`config.mk`:
```
export PLATFORM = sky130hd
export DESIGN_NAME = pis_irq_ctrl
export DESIGN_NICKNAME = d
export VERILOG_FILES = /design/src/rtl/pis_pkg.sv /design/src/rtl/pis_irq_ctrl.sv /design/src/rtl/pis_pin_sync.sv /design/src/rtl/pis_stack_mem.sv
export VERILOG_INCLUDE_DIRS = /design/src /design/src/rtl
export SDC_FILE = /design/constraint.sdc
export NUM_CORES = 1
export LEC_CHECK = 0
export ABC_AREA = 1
export BUFFER_PORTS_ARGS = -buffer_cell sky130_fd_sc_hd__buf_2
export CAP_MARGIN = 5
export CORE_ASPECT_RATIO = 0.8
export CORE_MARGIN = 2
export CORE_UTILIZATION = 55
export DETAILED_ROUTE_END_ITERATION = 16
export PLACE_DENSITY = 0.74
export SYNTH_ARGS = -nofsm -noshare
export SYNTH_HDL_FRONTEND = slang
export SYNTH_SLANG_ARGS = --single-unit
```
`constraint.sdc`:
```
create_clock -name core_clk -period 4 [get_ports core_clk]
set_clock_uncertainty 0.15 [all_clocks]
set_input_delay 0.2 -clock core_clk [delete_from_list [all_inputs] [get_ports core_clk]]
set_output_delay 0.2 -clock core_clk [all_outputs]
set_load 0.05 [all_outputs]
```
`src/rtl/pis_defs.svh`:
```
// register offsets, field positions and reset values of the interrupt source block
`ifndef PIS_DEFS_SVH
`define PIS_DEFS_SVH

// ****************************************
// register offsets
// ****************************************
`define PIS_OFS_PRIO2    12'h000
`define PIS_OFS_PRIO3    12'h004
`define PIS_OFS_RCTL     12'h008
`define PIS_OFS_CTL1     12'h00C
`define PIS_OFS_CTL2     12'h010
`define PIS_OFS_CTL3     12'h014
`define PIS_OFS_TMR0     12'h018

// ****************************************
// masks and reset values
// ****************************************
`define PIS_PRIO2_MASK   8'hCE
`define PIS_PRIO2_RST    8'hCE
`define PIS_PRIO3_WMASK  8'h46
`define PIS_PRIO3_ROONE  8'h30
`define PIS_PRIO3_RST    8'h46
`define PIS_RCTL_WMASK   8'hB3
`define PIS_RCTL_RST     8'h30
`define PIS_CTL1_RST     8'h00
`define PIS_CTL2_RST     8'h7F
`define PIS_CTL2_WMASK   8'h7F
`define PIS_CTL3_RST     8'hC0

// ****************************************
// field positions
// ****************************************
`define PIS_RCTL_LVL     7
`define PIS_RCTL_WDT     3
`define PIS_RCTL_SLP     2
`define PIS_C1_GIE       7
`define PIS_C1_PERIPHERAL_IRQ_ENABLE      6
`define PIS_C1_T0EN      5
`define PIS_C1_E0EN      4
`define PIS_C1_PBEN      3
`define PIS_C1_T0FL      2
`define PIS_C1_E0FL      1
`define PIS_C1_PBFL      0
`define PIS_C2_T0LV      2
`define PIS_C2_E3LV      1
`define PIS_C2_PBLV      0
`define PIS_C3_E2LV      7
`define PIS_C3_E1LV      6
`define PIS_PRIO3_DISP   6

// ****************************************
// timer-zero wrap values
// ****************************************
`define PIS_T0_MAX8      8'hFF
`define PIS_T0_MAX16     16'hFFFF

`endif

```
`src/rtl/pis_pkg.sv`:
```
// shared types of the interrupt source block
package pis_pkg;
  typedef logic [7:0] pis_byte_t;
  typedef enum logic [1:0] {PIS_STK_IDLE, PIS_STK_PUSH, PIS_STK_POP} pis_stk_op_t;
endpackage

```
`src/rtl/pis_irq_ctrl.sv`:
```
// interrupt source block: registers, edge capture, request routing and context save
//
// The implementer's own choices: the register offsets and register access over APB.
`timescale 1ns/1ps
`default_nettype none
`include "pis_defs.svh"
module pis_irq_ctrl #(
  parameter int STACK_DEPTH = 31,
  parameter int PC_WIDTH    = 21
) (
  // clock and reset
  input  wire logic                core_clk,
  input  wire logic                rst_n,
  // apb slave
  input  wire logic                psel,
  input  wire logic                penable,
  input  wire logic                pwrite,
  input  wire logic [11:0]         paddr,
  input  wire logic [31:0]         pwdata,
  input  wire logic [3:0]          pstrb,
  output logic                     pready,
  output logic      [31:0]         prdata,
  output logic                     pslverr,
  // pins from outside
  input  wire logic [3:0]          extLinePin,
  input  wire logic [3:0]          portBHighPin,
  // same-clock sources
  input  wire logic [15:0]         timerZeroCount,
  input  wire logic [7:0]          periphTwoPend,
  input  wire logic [7:0]          periphThreePend,
  input  wire logic                displayTypeBActive,
  input  wire logic                watchdogExpiryIn,
  input  wire logic                sleepEntryIn,
  // core requests
  output logic                     irqHigh,
  output logic                     irqLow,
  output logic                     wakeReq,
  // context save
  input  wire logic                entryAck,
  input  wire logic                returnAck,
  input  wire logic                fastReturn,
  input  wire logic [PC_WIDTH-1:0] returnPcIn,
  input  wire pis_pkg::pis_byte_t  workingIn,
  input  wire pis_pkg::pis_byte_t  statusIn,
  input  wire pis_pkg::pis_byte_t  bankSelectIn,
  output logic      [PC_WIDTH-1:0] restorePc,
  output logic                     restoreValid,
  output logic                     restoreFast,
  output pis_pkg::pis_byte_t       shadowWorking,
  output pis_pkg::pis_byte_t       shadowStatus,
  output pis_pkg::pis_byte_t       shadowBankSelect,
  output logic                     stackOverflow
);
  localparam int SP_W = $clog2(STACK_DEPTH + 1);

  if (STACK_DEPTH < 1 || STACK_DEPTH > 255 || PC_WIDTH < 1) begin : g_chk
    $error("pis_irq_ctrl stack depth or address width out of range");
  end

  // ****************************************
  // mapped addresses
  // ****************************************
  function automatic logic pis_mapped(input logic [11:0] a);
    return a == `PIS_OFS_PRIO2 || a == `PIS_OFS_PRIO3 || a == `PIS_OFS_RCTL ||
           a == `PIS_OFS_CTL1 || a == `PIS_OFS_CTL2 || a == `PIS_OFS_CTL3 ||
           a == `PIS_OFS_TMR0;
  endfunction

  // ****************************************
  // declarations
  // ****************************************
  pis_pkg::pis_byte_t prio2_q, prio2_d, prio3_q, prio3_d, rctl_q, rctl_d;
  pis_pkg::pis_byte_t ctl1_q, ctl1_d, ctl2_q, ctl2_d, ctl3_q, ctl3_d, rdVal;
  logic               tmr16_q, tmr16_d;
  logic [15:0]        prevCount_q, prevCount_d;
  logic               pready_q, pready_d, pslverr_q, pslverr_d;
  logic [31:0]        prdata_q, prdata_d;
  logic               setup, complete, hit, wrEn;
  logic [3:0]         extRise, extFall, pbRise, pbFall, extPol, extEvt;
  logic [3:0]         extFl, extEn, extPend, extLvl;
  logic               pbEvt, t0Wrap, t0Pend, pbPend, lvlMode, global_irq_enable, peripheral_irq_enable;
  pis_pkg::pis_byte_t p2Pend, p3Pend;
  logic               hiAny, loAny, coreAny, perAny;
  logic               irqHigh_q, irqHigh_d, irqLow_q, irqLow_d, wake_q, wake_d;
  logic [SP_W-1:0]    sp_q, sp_d;
  pis_pkg::pis_byte_t shW_q, shW_d, shS_q, shS_d, shB_q, shB_d;
  logic               rValid_q, rValid_d, rFast_q, rFast_d, ovf_q, ovf_d;
  logic               doPush, doPop;
  pis_pkg::pis_stk_op_t stkOp;

  // ****************************************
  // pin capture
  // ****************************************
  pis_pin_sync #(.N(4)) u_extSync (
    .core_clk (core_clk),
    .rst_n    (rst_n),
    .pinIn    (extLinePin),
    .rise_q   (extRise),
    .fall_q   (extFall)
  );

  pis_pin_sync #(.N(4)) u_pbSync (
    .core_clk (core_clk),
    .rst_n    (rst_n),
    .pinIn    (portBHighPin),
    .rise_q   (pbRise),
    .fall_q   (pbFall)
  );

  // ****************************************
  // apb slave, zero wait states
  // ****************************************
  always_comb begin
    setup     = psel && !penable;
    complete  = psel && penable && pready_q;
    hit       = pis_mapped(paddr);
    wrEn      = complete && pwrite && hit && pstrb[0];
    pready_d  = setup;
    pslverr_d = setup && !hit;
    case (paddr)
      `PIS_OFS_PRIO2: rdVal = prio2_q & `PIS_PRIO2_MASK;
      `PIS_OFS_PRIO3: rdVal = (prio3_q & `PIS_PRIO3_WMASK) | `PIS_PRIO3_ROONE;
      `PIS_OFS_RCTL: begin
        rdVal = rctl_q & `PIS_RCTL_WMASK;
        rdVal[`PIS_RCTL_WDT] = watchdogExpiryIn;
        rdVal[`PIS_RCTL_SLP] = sleepEntryIn;
      end
      `PIS_OFS_CTL1: rdVal = ctl1_q;
      `PIS_OFS_CTL2: rdVal = ctl2_q;
      `PIS_OFS_CTL3: rdVal = ctl3_q;
      `PIS_OFS_TMR0: rdVal = {7'h00, tmr16_q};
      default:       rdVal = 8'h00;
    endcase
    prdata_d = (setup && !pwrite) ? {24'h00_0000, rdVal} : prdata_q;
  end

  always_ff @(posedge core_clk) begin
    if (!rst_n) begin
      pready_q  <= 1'b0;
      pslverr_q <= 1'b0;
      prdata_q  <= 32'h0000_0000;
    end else begin
      pready_q  <= pready_d;
      pslverr_q <= pslverr_d;
      prdata_q  <= prdata_d;
    end
  end

  // ****************************************
  // events and registers
  // ****************************************
  always_comb begin
    extPol = {ctl2_q[3], ctl2_q[4], ctl2_q[5], ctl2_q[6]};
    extEvt = (extPol & extRise) | (~extPol & extFall);
    pbEvt  = |(pbRise | pbFall);
    t0Wrap = tmr16_q ? (prevCount_q == `PIS_T0_MAX16 && timerZeroCount == 16'h0000)
                     : (prevCount_q[7:0] == `PIS_T0_MAX8 && timerZeroCount[7:0] == 8'h00);
    prio2_d     = prio2_q;
    prio3_d     = prio3_q;
    rctl_d      = rctl_q;
    ctl1_d      = ctl1_q;
    ctl2_d      = ctl2_q;
    ctl3_d      = ctl3_q;
    tmr16_d     = tmr16_q;
    prevCount_d = timerZeroCount;
    if (wrEn) begin
      case (paddr)
        `PIS_OFS_PRIO2: prio2_d = pwdata[7:0] & `PIS_PRIO2_MASK;
        `PIS_OFS_PRIO3: prio3_d = pwdata[7:0] & `PIS_PRIO3_WMASK;
        `PIS_OFS_RCTL:  rctl_d  = pwdata[7:0] & `PIS_RCTL_WMASK;
        `PIS_OFS_CTL1:  ctl1_d  = pwdata[7:0];
        `PIS_OFS_CTL2:  ctl2_d  = pwdata[7:0] & `PIS_CTL2_WMASK;
        `PIS_OFS_CTL3:  ctl3_d  = pwdata[7:0];
        `PIS_OFS_TMR0:  tmr16_d = pwdata[0];
        default: begin
        end
      endcase
    end
    // hardware sets after the write so an event beats a clear in the same cycle
    ctl1_d[`PIS_C1_E0FL] = ctl1_d[`PIS_C1_E0FL] | extEvt[0];
    ctl3_d[2:0]          = ctl3_d[2:0] | extEvt[3:1];
    ctl1_d[`PIS_C1_T0FL] = ctl1_d[`PIS_C1_T0FL] | t0Wrap;
    ctl1_d[`PIS_C1_PBFL] = ctl1_d[`PIS_C1_PBFL] | pbEvt;
  end

  always_ff @(posedge core_clk) begin
    if (!rst_n) begin
      prio2_q     <= `PIS_PRIO2_RST;
      prio3_q     <= `PIS_PRIO3_RST;
      rctl_q      <= `PIS_RCTL_RST;
      ctl1_q      <= `PIS_CTL1_RST;
      ctl2_q      <= `PIS_CTL2_RST;
      ctl3_q      <= `PIS_CTL3_RST;
      tmr16_q     <= 1'b0;
      prevCount_q <= 16'h0000;
    end else begin
      prio2_q     <= prio2_d;
      prio3_q     <= prio3_d;
      rctl_q      <= rctl_d;
      ctl1_q      <= ctl1_d;
      ctl2_q      <= ctl2_d;
      ctl3_q      <= ctl3_d;
      tmr16_q     <= tmr16_d;
      prevCount_q <= prevCount_d;
    end
  end

  // ****************************************
  // request routing
  // ****************************************
  always_comb begin
    lvlMode = rctl_q[`PIS_RCTL_LVL];
    global_irq_enable     = ctl1_q[`PIS_C1_GIE];
    peripheral_irq_enable    = ctl1_q[`PIS_C1_PERIPHERAL_IRQ_ENABLE];
    extFl   = {ctl3_q[2:0], ctl1_q[`PIS_C1_E0FL]};
    extEn   = {ctl3_q[5:3], ctl1_q[`PIS_C1_E0EN]};
    extPend = extFl & extEn;
    extLvl  = {ctl2_q[`PIS_C2_E3LV], ctl3_q[`PIS_C3_E2LV], ctl3_q[`PIS_C3_E1LV], 1'b1};
    t0Pend  = ctl1_q[`PIS_C1_T0FL] && ctl1_q[`PIS_C1_T0EN];
    pbPend  = ctl1_q[`PIS_C1_PBFL] && ctl1_q[`PIS_C1_PBEN];
    p2Pend  = periphTwoPend & `PIS_PRIO2_MASK;
    p3Pend  = periphThreePend & (`PIS_PRIO3_WMASK | `PIS_PRIO3_ROONE);
    // display level is meaningless outside type-B non-static drive
    p3Pend[`PIS_PRIO3_DISP] = p3Pend[`PIS_PRIO3_DISP] && displayTypeBActive;
    coreAny = |extPend || t0Pend || pbPend;
    perAny  = |p2Pend || |p3Pend;
    hiAny   = |(extPend & extLvl) || (t0Pend && ctl2_q[`PIS_C2_T0LV]) ||
              (pbPend && ctl2_q[`PIS_C2_PBLV]) || |(p2Pend & prio2_q) ||
              |(p3Pend & (prio3_q | `PIS_PRIO3_ROONE));
    loAny   = |(extPend & ~extLvl) || (t0Pend && !ctl2_q[`PIS_C2_T0LV]) ||
              (pbPend && !ctl2_q[`PIS_C2_PBLV]) || |(p2Pend & ~prio2_q) ||
              |(p3Pend & ~prio3_q & ~`PIS_PRIO3_ROONE) ||
              |(p3Pend & `PIS_PRIO3_ROONE & 8'h00);
    if (lvlMode) begin
      irqHigh_d = global_irq_enable && hiAny;
      irqLow_d  = global_irq_enable && peripheral_irq_enable && loAny;
    end else begin
      irqHigh_d = global_irq_enable && (coreAny || (peripheral_irq_enable && perAny));
      irqLow_d  = 1'b0;
    end
    wake_d = |extPend;
  end

  always_ff @(posedge core_clk) begin
    if (!rst_n) begin
      irqHigh_q <= 1'b0;
      irqLow_q  <= 1'b0;
      wake_q    <= 1'b0;
    end else begin
      irqHigh_q <= irqHigh_d;
      irqLow_q  <= irqLow_d;
      wake_q    <= wake_d;
    end
  end

  // ****************************************
  // context save on entry, restore on return
  // ****************************************
  pis_stack_mem #(.WIDTH(PC_WIDTH), .DEPTH(STACK_DEPTH), .ADDR_W(SP_W)) u_stack (
    .core_clk (core_clk),
    .rst_n    (rst_n),
    .wrEn     (doPush),
    .wrAddr   (sp_q),
    .wrData   (returnPcIn),
    .rdEn     (doPop),
    .rdAddr   (sp_q - 1'b1),
    .rdData_q (restorePc)
  );

  // entry wins if both strobes arrive together; a full stack drops the push
  always_comb begin
    doPush = entryAck && (sp_q < SP_W'(STACK_DEPTH));
    doPop  = !entryAck && returnAck && (sp_q != '0);
    stkOp  = doPush ? pis_pkg::PIS_STK_PUSH : doPop ? pis_pkg::PIS_STK_POP
                                                    : pis_pkg::PIS_STK_IDLE;
    sp_d     = sp_q;
    shW_d    = shW_q;
    shS_d    = shS_q;
    shB_d    = shB_q;
    ovf_d    = ovf_q || (entryAck && !doPush);
    rValid_d = 1'b0;
    rFast_d  = 1'b0;
    case (stkOp)
      pis_pkg::PIS_STK_PUSH: begin
        sp_d  = sp_q + 1'b1;
        shW_d = workingIn;
        shS_d = statusIn;
        shB_d = bankSelectIn;
      end
      pis_pkg::PIS_STK_POP: begin
        sp_d     = sp_q - 1'b1;
        rValid_d = 1'b1;
        rFast_d  = fastReturn;
      end
      default: begin
      end
    endcase
  end

  always_ff @(posedge core_clk) begin
    if (!rst_n) begin
      sp_q     <= '0;
      shW_q    <= 8'h00;
      shS_q    <= 8'h00;
      shB_q    <= 8'h00;
      rValid_q <= 1'b0;
      rFast_q  <= 1'b0;
      ovf_q    <= 1'b0;
    end else begin
      sp_q     <= sp_d;
      shW_q    <= shW_d;
      shS_q    <= shS_d;
      shB_q    <= shB_d;
      rValid_q <= rValid_d;
      rFast_q  <= rFast_d;
      ovf_q    <= ovf_d;
    end
  end

  assign pready           = pready_q;
  assign pslverr          = pslverr_q;
  assign prdata           = prdata_q;
  assign irqHigh          = irqHigh_q;
  assign irqLow           = irqLow_q;
  assign wakeReq          = wake_q;
  assign restoreValid     = rValid_q;
  assign restoreFast      = rFast_q;
  assign shadowWorking    = shW_q;
  assign shadowStatus     = shS_q;
  assign shadowBankSelect = shB_q;
  assign stackOverflow    = ovf_q;
endmodule
`default_nettype wire

```
`src/rtl/pis_pin_sync.sv`:
```
// three-stage pin synchroniser with agreement filter and edge pulses
`timescale 1ns/1ps
`default_nettype none
module pis_pin_sync #(
  parameter int N = 4
) (
  // clock and reset
  input  wire logic         core_clk,
  input  wire logic         rst_n,
  // pins and events
  input  wire logic [N-1:0] pinIn,
  output logic      [N-1:0] rise_q,
  output logic      [N-1:0] fall_q
);
  logic [N-1:0] s1_q, s2_q, s3_q, stable_q, stable_d, rise_d, fall_d;
  logic         primed_q, primed_d;

  if (N < 1) begin : g_chk
    $error("pis_pin_sync needs at least one pin");
  end

  // the first agreed value after reset primes the filter without an event
  always_comb begin
    primed_d = 1'b1;
    for (int i = 0; i < N; i++) begin
      stable_d[i] = (s2_q[i] == s3_q[i]) ? s3_q[i] : stable_q[i];
    end
    rise_d = primed_q ? (stable_d & ~stable_q) : '0;
    fall_d = primed_q ? (~stable_d & stable_q) : '0;
  end

  always_ff @(posedge core_clk) begin
    if (!rst_n) begin
      // stages load during reset so a pin idling high gives no false edge
      s1_q     <= pinIn;
      s2_q     <= s1_q;
      s3_q     <= s2_q;
      stable_q <= s3_q;
      primed_q <= 1'b0;
      rise_q   <= '0;
      fall_q   <= '0;
    end else begin
      s1_q     <= pinIn;
      s2_q     <= s1_q;
      s3_q     <= s2_q;
      stable_q <= stable_d;
      primed_q <= primed_d && (s2_q == s3_q) ? 1'b1 : primed_q;
      rise_q   <= rise_d;
      fall_q   <= fall_d;
    end
  end
endmodule
`default_nettype wire

```
`src/rtl/pis_stack_mem.sv`:
```
// return address stack memory with registered read data
`timescale 1ns/1ps
`default_nettype none
module pis_stack_mem #(
  parameter int WIDTH  = 21,
  parameter int DEPTH  = 31,
  parameter int ADDR_W = 5
) (
  // clock and reset
  input  wire logic              core_clk,
  input  wire logic              rst_n,
  // write side
  input  wire logic              wrEn,
  input  wire logic [ADDR_W-1:0] wrAddr,
  input  wire logic [WIDTH-1:0]  wrData,
  // read side
  input  wire logic              rdEn,
  input  wire logic [ADDR_W-1:0] rdAddr,
  output logic      [WIDTH-1:0]  rdData_q
);
  logic [WIDTH-1:0] mem [DEPTH];
  logic [WIDTH-1:0] rdData_d;

  if (DEPTH < 1 || DEPTH > (1 << ADDR_W)) begin : g_chk
    $error("pis_stack_mem depth does not fit the address width");
  end

  always_comb begin
    rdData_d = rdEn ? mem[rdAddr] : rdData_q;
  end

  // array has no reset: contents are only read after a push
  always_ff @(posedge core_clk) begin
    if (wrEn) begin
      mem[wrAddr] <= wrData;
    end
    if (!rst_n) begin
      rdData_q <= '0;
    end else begin
      rdData_q <= rdData_d;
    end
  end
endmodule
`default_nettype wire

```
==> results_dict.tcl <==
set metrics [dict create \
    run_status "finished clean" \
    overflow 0 \
    dr.pass1.iters 6 \
    cp_slowest_cell "dlygate4sd3_1" \
    grt_pass1_vias 23179 \
    cts_resized 0 \
    num_rows 80 \
    synth_warnings 0 \
    dp_hpwl_mm 49.9 \
    drt_iter0_drc 3145 \
    irDropWorstVdd_mv 0.567 \
    timing.final.hold_violations 0 \
    hp-class "input port to register" \
    drcViolationCount 0 \
    initial_core_util_pct 55.6 \
    fin_crit_sh_pct 89.9 \
    die-area_um2 62300 \
    die_w_um 279 \
    ff_latch_area_um2 22900 \
    grt_first_pass_wirelength_mm 132 \
    cpPeakStageDelay_ps 630 \
    synth_top_area_share_pct 58.9 \
    path_class "input port to register" \
    syn-cell-area_um2 33200 \
    cts_made_buffers 79 \
    ys.flop_type "edfxtp_1" \
    final-setup-viol-count 0 \
    routed_wirelength_mm 87.1 \
    cp_cell_sequence "dlygate4sd3_1, buf_2, nand2_1, dlygate4sd3_1, nor2_2, dlygate4sd3_1, nand3_2, nand2_1, inv_2, nand2_4, nand2_4, inv_1, nand2_1, nand2_1, nand3_1, dlygate4sd3_1" \
    drv_slew 0 \
    postSynthCellCount 3092 \
    rsz0062_at_grt "false" \
    routedWlPerCell_um 20.9 \
    most-common-layout-cells "nor2_1 (668), edfxtp_1 (651), nand2_1 (447), nand3_1 (336), o21ai_0 (224)" \
    final_cells 4177 \
    worstSetupEndpointType "register" \
    grt.busiest_layer "met2" \
    vias 23851 \
    synth.avg_cell_area_um2 10.7 \
    place_inst 3928 \
    yosys.area.top_type "edfxtp_1" \
    fmax_mhz 278 \
    io_pins 229 \
    clockBufferDepth 3 \
    clock_sinks 820 \
    layout_commonest_cell "nor2_1" \
    clkLatencyLatePin_ps 630 \
    synth.distinct_cells 46 \
    fin_area_um2 38300 \
    drive_above_1_share_pct 12.2 \
    root_buffer "clkbuf_16" \
    cp-start-kind "input port" \
    placed_cell_area_um2 34700 \
    antenna_found_initial 5 \
    die-height_um 224 \
    tightest_slew_ps 1100 \
    io_buffer_count 171 \
    cts_tree "built" \
    fillers 4486 \
    use_met1_pct 39.1 \
    multiInputGateArea_um2 8820 \
    cp.required_ps 4340 \
    cap_violations 0 \
    maxSlewHeadroom_pct 26.4 \
    synth.area.top_cells "edfxtp_1 (59%), dfxtp_1 (10%), nor2_1 (7.9%)" \
    clk_pin_slew_ps 60 \
    design.core.area_um2 59700 \
    tns_ps 0 \
    synth_seq_cells 820 \
    grt_usage_pct 27.8 \
    drt-vias-per-instance 5.71 \
    min_period_ps 3600 \
    antenna_left 0 \
    place_congestion 0.926 \
    area_growth_pct 15.6 \
    async_reset_ff_share_pct 0 \
    arrival_ps 3940 \
    grt_use_met3_pct 6.38 \
    p_leak_nw 14.7 \
    synth_edf_count 651 \
    grt_start_max_net_pins 182 \
    power.density_nw_per_um2 561 \
    grt_use_met2_pct 43.3 \
    ys_seq_area_share_pct 69.1 \
    crit_fanout 10 \
    final_nets 3483 \
    htree_levels 3 \
]
-- per-stage QoR --
| stage | power [mW] | utilization (%) | setup slack (ps) | hold WS [ps] |
|---|---|---|---|---|
| after floorplan | 12.6 | - | 809 | 77.7 |
| after global placement | 13.8 | 58.1 | 931 | 155 |
| after detailed placement | 13.9 | 58.1 | 859 | 155 |
| after CTS | 21.5 | 64.3 | 589 | 1.46 |
| after global routing | 22.3 | 64.3 | 338 | 10.5 |
| final | 21.5 | 64.3 | 403 | 25.1 |
-- final timing paths --
| kind | startpoint | end | slack, ps | depth (start not counted) |
|---|---|---|---|---|
| worst max-delay path | paddr[4] | rctl_q[4] | 400 | 16 |
| worst min-delay path | returnPcIn[15] | u_stack.mem[1][15] | 30 | 1 |
| worst max register to register | sp_q[1] | sp_q[2] | 620 | 8 |
| worst min register to register | u_extSync.s1_q[1] | u_extSync.s2_q[1] | 180 | 0 |
-- synth_stat cells, drive strengths merged (18+ instances only) --
master,number
edfxtp,651
nor3,20
o21ai,315
inv,137
nand2,451
dfxtp,169
o211ai,19
a21oi,18
nor2,706
nand4,19
buf,151
clkbuf,39
nand3,340
-- routing by layer --
layer  up-vias  wire length, um
li1      11035                -
met1     11483            36500
met2      1167            39900
met3       156             8680
met4        10             1970
met5         -               64
-- state kept, by name (all words and copies together) (netlist names), 5 cells and up --
| signal | flops |
|---|---|
| rctl_q | 5 |
| prio2_q | 5 |
| shadowStatus | 8 |
| sp_q | 5 |
| prevCount_q | 16 |
| ctl2_q | 7 |
| ctl3_q | 8 |
| u_stack.mem | 651 |
| ctl1_q | 8 |
| u_stack.rdData_q | 21 |
| shadowWorking | 8 |
| prdata | 8 |
| shadowBankSelect | 8 |
-- worst max-delay path: cells and delay by family --
kind	cells	cell delay [ps]
AND/OR/NAND/NOR	9	1110
buffers and inverters	7	2620
-- timing repair --
item / in CTS / in global routing
hold buffers: 104 / 0
hold endpoints to repair: 699 / 0
buffers inserted: 0 / 0
-- kinds of logic (layout without fill, tap and decap cells) --
kind of cell               after synthesis  in the layout  synth area share [%]
AOI/OAI and AO/OA                      371            371                  5.86
xor gates and xnor gates                 5              5                 0.268
adders and majority gates                5              5                 0.189
buffers and inverters                  328            610                  4.88
DFF                                    820            820                  69.1
muxes                                    4              4                 0.121
other                                    1             25                0.0113
and+or+nand+nor                       1558           1558                  19.6
-- where the power goes --
part           switching (mW)  internal, mW  total [mW]
clock                    3.15          4.45        7.60
combinational            3.08          1.30        4.38
sequential              0.114          9.42        9.54
-- cell type report --
| type | count | area share (%) |
|---|---|---|
| repair buffers | 328 | 6.35 |
| clock inverters | 32 | 0.927 |
| well taps | 779 | 2.54 |
| inverters | 138 | 1.39 |
| clock buffers | 112 | 5.97 |
| diodes | 1 | 0.00653 |
| multi-input cells | 1967 | 23.0 |
| flip-flops and latches | 820 | 59.8 |
(Power assumes the default switching activity.)
